$ cat src/string_index_stepper_params.svh
// constants for the string index stepper
// assumes a 16-bit offset space and a single core clock
`ifndef STRING_INDEX_STEPPER_PARAMS_SVH
`define STRING_INDEX_STEPPER_PARAMS_SVH
`define SIS_IDX_W 16
`define SIS_DATA_W 16
`define SIS_IDX_RESET 16'h0000
`define SIS_CNT_RESET 16'h0000
`define SIS_STEP_BYTE 16'h0001
`define SIS_STEP_WORD 16'h0002
`define SIS_BYTE_MASK 16'h00FF
`endif

$ cat src/string_index_pkg.sv
// types shared by the string index stepper and its testbench
// assumes nothing beyond the params header
package string_index_pkg;
  typedef enum logic [2:0] {
    OP_LOAD,
    OP_STORE,
    OP_MOVE,
    OP_COMPARE,
    OP_SCAN,
    OP_PORT_IN,
    OP_PORT_OUT
  } string_op_t;
  typedef enum logic [1:0] {
    PFX_NONE,
    PFX_ITERATE,
    PFX_WHILE_EQUAL,
    PFX_WHILE_UNEQUAL
  } prefix_t;
endpackage : string_index_pkg

$ cat src/index_step_if.sv
// carrier between the stepper and its step arithmetic
// assumes both ends on the core clock
`timescale 1ns/1ps
interface index_step_if;
  logic word_size;
  logic direction_flag;
  logic [15:0] source_index;
  logic [15:0] destination_index;
  logic [15:0] next_source_index;
  logic [15:0] next_destination_index;
  modport ctrl (output word_size, output direction_flag, output source_index,
    output destination_index, input next_source_index, input next_destination_index);
  modport unit (input word_size, input direction_flag, input source_index,
    input destination_index, output next_source_index, output next_destination_index);
endinterface : index_step_if

$ cat src/index_step_unit.sv
// next-offset arithmetic for both index registers
// assumes wrap-around at the 16-bit offset boundary
`timescale 1ns/1ps
`include "string_index_stepper_params.svh"
module index_step_unit (
  index_step_if.unit step
);
  logic [15:0] mag;
  assign mag = step.word_size ? `SIS_STEP_WORD : `SIS_STEP_BYTE;
  // forward walks up, backward walks down
  assign step.next_source_index = step.direction_flag ?
    step.source_index - mag : step.source_index + mag;
  assign step.next_destination_index = step.direction_flag ?
    step.destination_index - mag : step.destination_index + mag;
endmodule : index_step_unit

$ cat src/string_index_stepper.sv
// string-instruction offset sequencer with automatic index stepping
// assumes memory answers on the same clock with a one-cycle ack pulse
`timescale 1ns/1ps
`include "string_index_stepper_params.svh"
// Behaviour
// - single-string ops use one index register
// - two-string ops: source first, destination second
// - indices step automatically after each component
// - step size follows component size
// - flag 0 increments, flag 1 decrements
// - one component per run; prefix repeats
module string_index_stepper (
  // clock and reset
  input wire logic clk_sys_in,
  input wire logic rst_in,
  // index register loading, taken only while idle
  input wire logic idx_load_in,
  input wire logic [15:0] source_index_in,
  input wire logic [15:0] destination_index_in,
  // instruction start
  input wire logic start_in,
  input wire string_index_pkg::string_op_t op_in,
  input wire string_index_pkg::prefix_t prefix_in,
  input wire logic word_size_in,
  input wire logic direction_flag_in,
  input wire logic [15:0] count_in,
  input wire logic [15:0] acc_in,
  input wire logic [15:0] port_data_in,
  // memory
  output logic mem_req_out,
  output logic mem_we_out,
  output logic mem_use_dst_out,
  output logic mem_word_out,
  output logic [15:0] mem_addr_out,
  output logic [15:0] mem_wdata_out,
  input wire logic mem_ack_in,
  input wire logic [15:0] mem_rdata_in,
  // status
  output logic busy_out,
  output logic done_out,
  output logic port_write_out,
  output logic equal_out,
  output logic [15:0] data_out,
  output logic [15:0] count_out,
  output logic [15:0] source_index_out,
  output logic [15:0] destination_index_out
);
  typedef enum logic [2:0] {ST_IDLE, ST_SRC, ST_DST, ST_STEP} state_t;
  state_t state_q;
  string_index_pkg::string_op_t op_q;
  string_index_pkg::prefix_t prefix_q;
  logic word_q;
  logic dir_q;
  logic [15:0] src_q;
  logic [15:0] dst_q;
  logic [15:0] cnt_q;
  logic [15:0] data_q;
  logic [15:0] acc_q;
  logic [15:0] port_q;
  logic equal_q;
  logic done_q;
  logic port_wr_q;
  logic uses_src;
  logic uses_dst;
  logic dst_writes;
  logic compares;
  logic [15:0] mask;
  logic [15:0] cmp_a;
  logic [15:0] cmp_b;
  logic cmp_eq;
  logic last;
  index_step_if step ();
  index_step_unit u_step (
    .step(step.unit)
  );
  assign step.word_size = word_q;
  assign step.direction_flag = dir_q;
  assign step.source_index = src_q;
  assign step.destination_index = dst_q;
  // which index each operation consumes
  always_comb begin
    uses_src = 1'b0;
    uses_dst = 1'b0;
    dst_writes = 1'b0;
    compares = 1'b0;
    unique case (op_q)
      string_index_pkg::OP_LOAD: uses_src = 1'b1;
      string_index_pkg::OP_PORT_OUT: uses_src = 1'b1;
      string_index_pkg::OP_STORE: begin
        uses_dst = 1'b1;
        dst_writes = 1'b1;
      end
      string_index_pkg::OP_PORT_IN: begin
        uses_dst = 1'b1;
        dst_writes = 1'b1;
      end
      string_index_pkg::OP_SCAN: begin
        uses_dst = 1'b1;
        compares = 1'b1;
      end
      string_index_pkg::OP_MOVE: begin
        uses_src = 1'b1;
        uses_dst = 1'b1;
        dst_writes = 1'b1;
      end
      string_index_pkg::OP_COMPARE: begin
        uses_src = 1'b1;
        uses_dst = 1'b1;
        compares = 1'b1;
      end
      default: begin
        uses_src = 1'b0;
        uses_dst = 1'b0;
      end
    endcase
  end
  assign mask = word_q ? 16'hFFFF : `SIS_BYTE_MASK;
  // compare source (or accumulator) against the destination read
  assign cmp_a = (op_q == string_index_pkg::OP_SCAN) ? (acc_q & mask) : (data_q & mask);
  assign cmp_b = mem_rdata_in & mask;
  assign cmp_eq = (cmp_a == cmp_b);
  // memory request follows the state
  always_comb begin
    mem_req_out = (state_q == ST_SRC) || (state_q == ST_DST);
    mem_use_dst_out = (state_q == ST_DST);
    mem_we_out = (state_q == ST_DST) && dst_writes;
    mem_addr_out = (state_q == ST_DST) ? dst_q : src_q;
    mem_word_out = word_q;
    if (op_q == string_index_pkg::OP_PORT_IN) begin
      mem_wdata_out = port_q & mask;
    end else if (op_q == string_index_pkg::OP_STORE) begin
      mem_wdata_out = acc_q & mask;
    end else begin
      mem_wdata_out = data_q & mask;
    end
  end
  // iteration ends on count, or on the compare outcome for conditional prefixes
  always_comb begin
    last = (prefix_q == string_index_pkg::PFX_NONE) || (cnt_q == 16'h0001);
    if (compares && (prefix_q == string_index_pkg::PFX_WHILE_EQUAL) && !equal_q) begin
      last = 1'b1;
    end
    if (compares && (prefix_q == string_index_pkg::PFX_WHILE_UNEQUAL) && equal_q) begin
      last = 1'b1;
    end
  end
  // sequencer
  always_ff @(posedge clk_sys_in) begin
    if (rst_in) begin
      state_q <= ST_IDLE;
    end else begin
      unique case (state_q)
        ST_IDLE: begin
          // a zero count under a prefix runs no component
          if (start_in && !(prefix_in != string_index_pkg::PFX_NONE && count_in == 16'h0000))
          begin
            state_q <= (op_in == string_index_pkg::OP_LOAD || op_in == string_index_pkg::OP_MOVE
              || op_in == string_index_pkg::OP_COMPARE || op_in == string_index_pkg::OP_PORT_OUT)
              ? ST_SRC : ST_DST;
          end
        end
        ST_SRC: if (mem_ack_in) state_q <= uses_dst ? ST_DST : ST_STEP;
        ST_DST: if (mem_ack_in) state_q <= ST_STEP;
        ST_STEP: begin
          if (last) begin
            state_q <= ST_IDLE;
          end else begin
            state_q <= uses_src ? ST_SRC : ST_DST;
          end
        end
      endcase
    end
  end
  // instruction context latched at start
  always_ff @(posedge clk_sys_in) begin
    if (rst_in) begin
      op_q <= string_index_pkg::OP_LOAD;
      prefix_q <= string_index_pkg::PFX_NONE;
      word_q <= 1'b0;
      dir_q <= 1'b0;
      acc_q <= 16'h0000;
      port_q <= 16'h0000;
    end else if (state_q == ST_IDLE && start_in) begin
      op_q <= op_in;
      prefix_q <= prefix_in;
      word_q <= word_size_in;
      dir_q <= direction_flag_in;
      acc_q <= acc_in;
      port_q <= port_data_in;
    end
  end
  // index registers: loaded while idle, stepped after every component
  always_ff @(posedge clk_sys_in) begin
    if (rst_in) begin
      src_q <= `SIS_IDX_RESET;
      dst_q <= `SIS_IDX_RESET;
    end else if (state_q == ST_IDLE && idx_load_in) begin
      src_q <= source_index_in;
      dst_q <= destination_index_in;
    end else if (state_q == ST_STEP) begin
      if (uses_src) src_q <= step.next_source_index;
      if (uses_dst) dst_q <= step.next_destination_index;
    end
  end
  // repeat counter, decremented once per component under a prefix
  always_ff @(posedge clk_sys_in) begin
    if (rst_in) begin
      cnt_q <= `SIS_CNT_RESET;
    end else if (state_q == ST_IDLE && start_in) begin
      cnt_q <= count_in;
    end else if (state_q == ST_STEP && prefix_q != string_index_pkg::PFX_NONE) begin
      cnt_q <= cnt_q - 16'h0001;
    end
  end
  // data path and compare result
  always_ff @(posedge clk_sys_in) begin
    if (rst_in) begin
      data_q <= 16'h0000;
      equal_q <= 1'b0;
    end else begin
      if (state_q == ST_SRC && mem_ack_in) data_q <= mem_rdata_in & mask;
      if (state_q == ST_DST && mem_ack_in && compares) equal_q <= cmp_eq;
    end
  end
  // completion and port strobes, one cycle each
  always_ff @(posedge clk_sys_in) begin
    if (rst_in) begin
      done_q <= 1'b0;
      port_wr_q <= 1'b0;
    end else begin
      done_q <= (state_q == ST_STEP) && last;
      port_wr_q <= (state_q == ST_STEP) && (op_q == string_index_pkg::OP_PORT_OUT);
    end
  end
  assign busy_out = (state_q != ST_IDLE);
  assign done_out = done_q;
  assign port_write_out = port_wr_q;
  assign equal_out = equal_q;
  assign data_out = data_q;
  assign count_out = cnt_q;
  assign source_index_out = src_q;
  assign destination_index_out = dst_q;
endmodule : string_index_stepper

$ cat config.mk
export PLATFORM = sky130hd
export DESIGN_NAME = string_index_stepper
export DESIGN_NICKNAME = d
export VERILOG_FILES = /design/src/string_index_pkg.sv /design/src/index_step_if.sv /design/src/index_step_unit.sv /design/src/string_index_stepper.sv
export VERILOG_INCLUDE_DIRS = /design/src
export SDC_FILE = /design/constraint.sdc
export NUM_CORES = 1
export LEC_CHECK = 0
export BUFFER_PORTS_ARGS = -buffer_cell sky130_fd_sc_hd__buf_2
export CAP_MARGIN = 10
export CORE_AREA = 2 2 122 124
export DETAILED_ROUTE_END_ITERATION = 7
export DIE_AREA = 0 0 124 126
export MAX_ROUTING_LAYER = met4
export PLACE_DENSITY = 0.77
export SKIP_CTS_REPAIR_TIMING = 1
export SYNTH_ARGS = -nofsm -noshare
export SYNTH_HDL_FRONTEND = slang
export SYNTH_SLANG_ARGS = --single-unit
$ cat constraint.sdc
create_clock -name clk_sys_in -period 3.9 [get_ports clk_sys_in]
set_input_delay 0.78 -clock clk_sys_in [delete_from_list [all_inputs] [get_ports clk_sys_in]]
set_output_delay 0.78 -clock clk_sys_in [all_outputs]
set_load 0.03 [all_outputs]
==> flow_summary.toml <==
[drt]
wirelength_mm = 20.9
routedWlPerCell_um = 16.4
antenna_left = 0
drtPass1Iterations = 6
first_iter_violations = 743
viasPerCell = 5.66
via_count = 7209
drc = 0

[sta]
relSlewSlack = 0.276
worst_pin_slew_ns = 1.09
final-max-slew-violation-count = 0
finClkSkew_ns = 0.00921
finalSetupViolCount = 0
tns_ns = 0
rsz0062_at_grt = "no"
timing.final.ws_setup_ns = 0.783
fin_crit_ns = 3.12
clock.fmax_ghz = 0.321
hold_violations = 0
period_share = 0.799

[floorplan]
rows = 44
boundaryPins = 212
die_w_um = 124
die_y_um = 126
core-area_um2 = 14300
fp.dieArea_um2 = 15600
initial_utilization = 0.492

[worst_setup_path]
critPathMaxFanout = 23
critPathTopFamily = "adder cells"
crit_path_end_kind = "output pin"
worst-setup-path-type = "reg2out"
cp_cell_sequence = "inv_1 -> ha_1 -> mux2_2 -> buf_2"
cp.arrival_ns = 2.34
path_buf_inv = 2
cpPeakStageDelay_ns = 0.89
critPathSlowestCell = "ha_1"
startpoint_type = "flop"
required_ns = 3.12

[cells_and_area]
final_area_um2 = 8520
post-route-util = 0.595
syn_to_final_growth_pct = 20.9
n_fill_cell = 1375
drive_gt1_frac = 0.248
nets = 1230
n_antenna_cell = 0

[global_routing]
grt_pass1_wl_mm = 33.1
antenna_found_initial = 0
grt_max_degree = 56
grt_pass1_vias = 6643
grt-ovfl-total = 0
grtUsageTotal = 0.273

[clocking]
cts_sinks = 108
path_clk_slew_ns = 0.08
cts_tree = "built"
cts_max_level = 3
root_buffer = "clkbuf_16"
clk_latency_ns = 0.36
cts_made_buffers = 9
clockBufferDepth = 2

[pwr]
ir_worst_vdd_mv = 0.276
power_density_nw_per_um2 = 621
p_leak_nw = 3.88

[synthesis]
yosysTopAreaCell = "dfxtp_1"
synthDistinctLibCells = 71
synth.area.top_cells = "dfxtp_1 (31%), nand2_1 (8.6%), ha_1 (6.6%), a21oi_1 (6.5%), mux2i_1 (5.1%)"
synth_seq_cells = 108
synth_most_common_cell = "nand2_1"
synthCells = 907
synth_ff_type = "dfxtp_1"
avgSynthCellArea_um2 = 7.77
ys_seq_area_frac = 0.307
ys_async_sr_fraction = 0
syn-num-nets = 1052
yosys_warnings = 0
syn_area_um2 = 7050
synth.top_cell.area_share = 0.307
synth_edf_count = 0
synth_common_cells = "nand2_1 (162), dfxtp_1 (108), a21oi_1 (91)"

[placement]
hpwl_mm = 15.1
portBuffers = 211
placed_area_um2 = 8220
post-place-ws_ns = 1.13
place_congestion = 0.920

[worst_hold_path]
hp-class = "reg2reg"

[run_status]
outcome = "complete, no violations"

[run]
drv_cap = 0
[path summary, 6_finish.rpt]
kind                                              start                                 to  slack, ns  cells after the start
worst max-delay path            state_q[0]$_SDFFE_PP0P_                    mem_addr_out[2]       0.78                      4
worst min-delay path            port_q[13]$_SDFFE_PP0P_            port_q[13]$_SDFFE_PP0P_       0.46                      2
worst max register to register       dir_q$_SDFFE_PP0P_  source_index_out[10]$_SDFFE_PP0P_       1.07                     11
worst min register to register  port_q[13]$_SDFFE_PP0P_            port_q[13]$_SDFFE_PP0P_       0.46                      2
[through the flow]
| stage | hold WS [ns] | std cells | total power, W |
|---|---|---|---|
| after global routing | 0.473 | 1274 | 0.00566 |
| after detailed placement | 0.446 | 1258 | 0.00434 |
| after CTS | 0.456 | 1274 | 0.00530 |
| final | 0.455 | 1274 | 0.00529 |
| after global placement | 0.444 | 1258 | 0.00430 |
| after floorplan | 0.436 | 907 | 0.00361 |
[final cells by class]
cell class / instances / area (µm²) / share of cell area
inverter: 23 / 86.3 / 0.0101
sequential: 108 / 2160 / 0.254
clock buffer: 11 / 243 / 0.0285
multi-input combinational: 720 / 4580 / 0.537
clock inverter: 5 / 60.1 / 0.00705
tap: 184 / 230 / 0.0270
timing repair buffer: 223 / 1160 / 0.136
[state kept, by name, indices dropped and copies added, names as in the netlist]
signal	count
acc_q	16
count_out	16
data_out	16
destination_index_out	16
dir_q	1
done_out	1
equal_out	1
mem_word_out	1
op_q	3
port_q	16
port_write_out	1
prefix_q	2
source_index_out	16
state_q	2
[tightest hold or removal path, cell delays in order (launching register included)]
cell	delay, ns
dfxtp_1	0.31
nand2_1	0.05
a21oi_1	0.05
[cells in the final DEF, fill, tap and decap left out, drive strengths merged, types with 4 or more instances in the layout]
cell and count:
a211oi 40, a21boi 4, a21o 13, a21oi 92
a311oi 12, and2 4, and3 9, buf 223
clkbuf 11, dfxtp 108, ha 37, inv 23
mux2 17, mux2i 36, nand2 162, nand2b 11
nand3 16, nand3b 6, nand4 6, nor2 74
nor2b 5, nor3 18, nor3b 4, nor4 8
o211ai 6, o21ai 33, o22ai 6, or3 6
xnor2 28, xor2 19
[cells by family (layout without fill, tap and decap cells)]
family | Yosys count | in the layout | synth area share
flops | 108 | 108 | 0.307
compound gates | 240 | 240 | 0.221
xor+xnor | 47 | 47 | 0.0584
simple gates | 342 | 342 | 0.225
buf+inv | 79 | 262 | 0.0442
fa+ha+maj | 38 | 38 | 0.0671
mux | 53 | 53 | 0.0783
[layer usage]
metal | part of all wire | vias up | wire (µm) | track usage
li1 | - | 3599 | - | -
met1 | 0.44 | 3317 | 9140 | 0.347
met2 | 0.48 | 257 | 9920 | 0.444
met4 | 0.020 | 0 | 419 | 0.0846
met5 | 0 | - | 0 | -
met3 | 0.066 | 36 | 1380 | 0.0453
[power by group]
part / leakage [nW] / switching [W] / total, W / internal [W]
combinational: 2.85 / 0.00176 / 0.00272 / 0.000965
sequential: 0.887 / 0.000278 / 0.00162 / 0.00134
clock: 0.146 / 0.000433 / 0.000952 / 0.000519
Power figures use the tool's default switching activity.
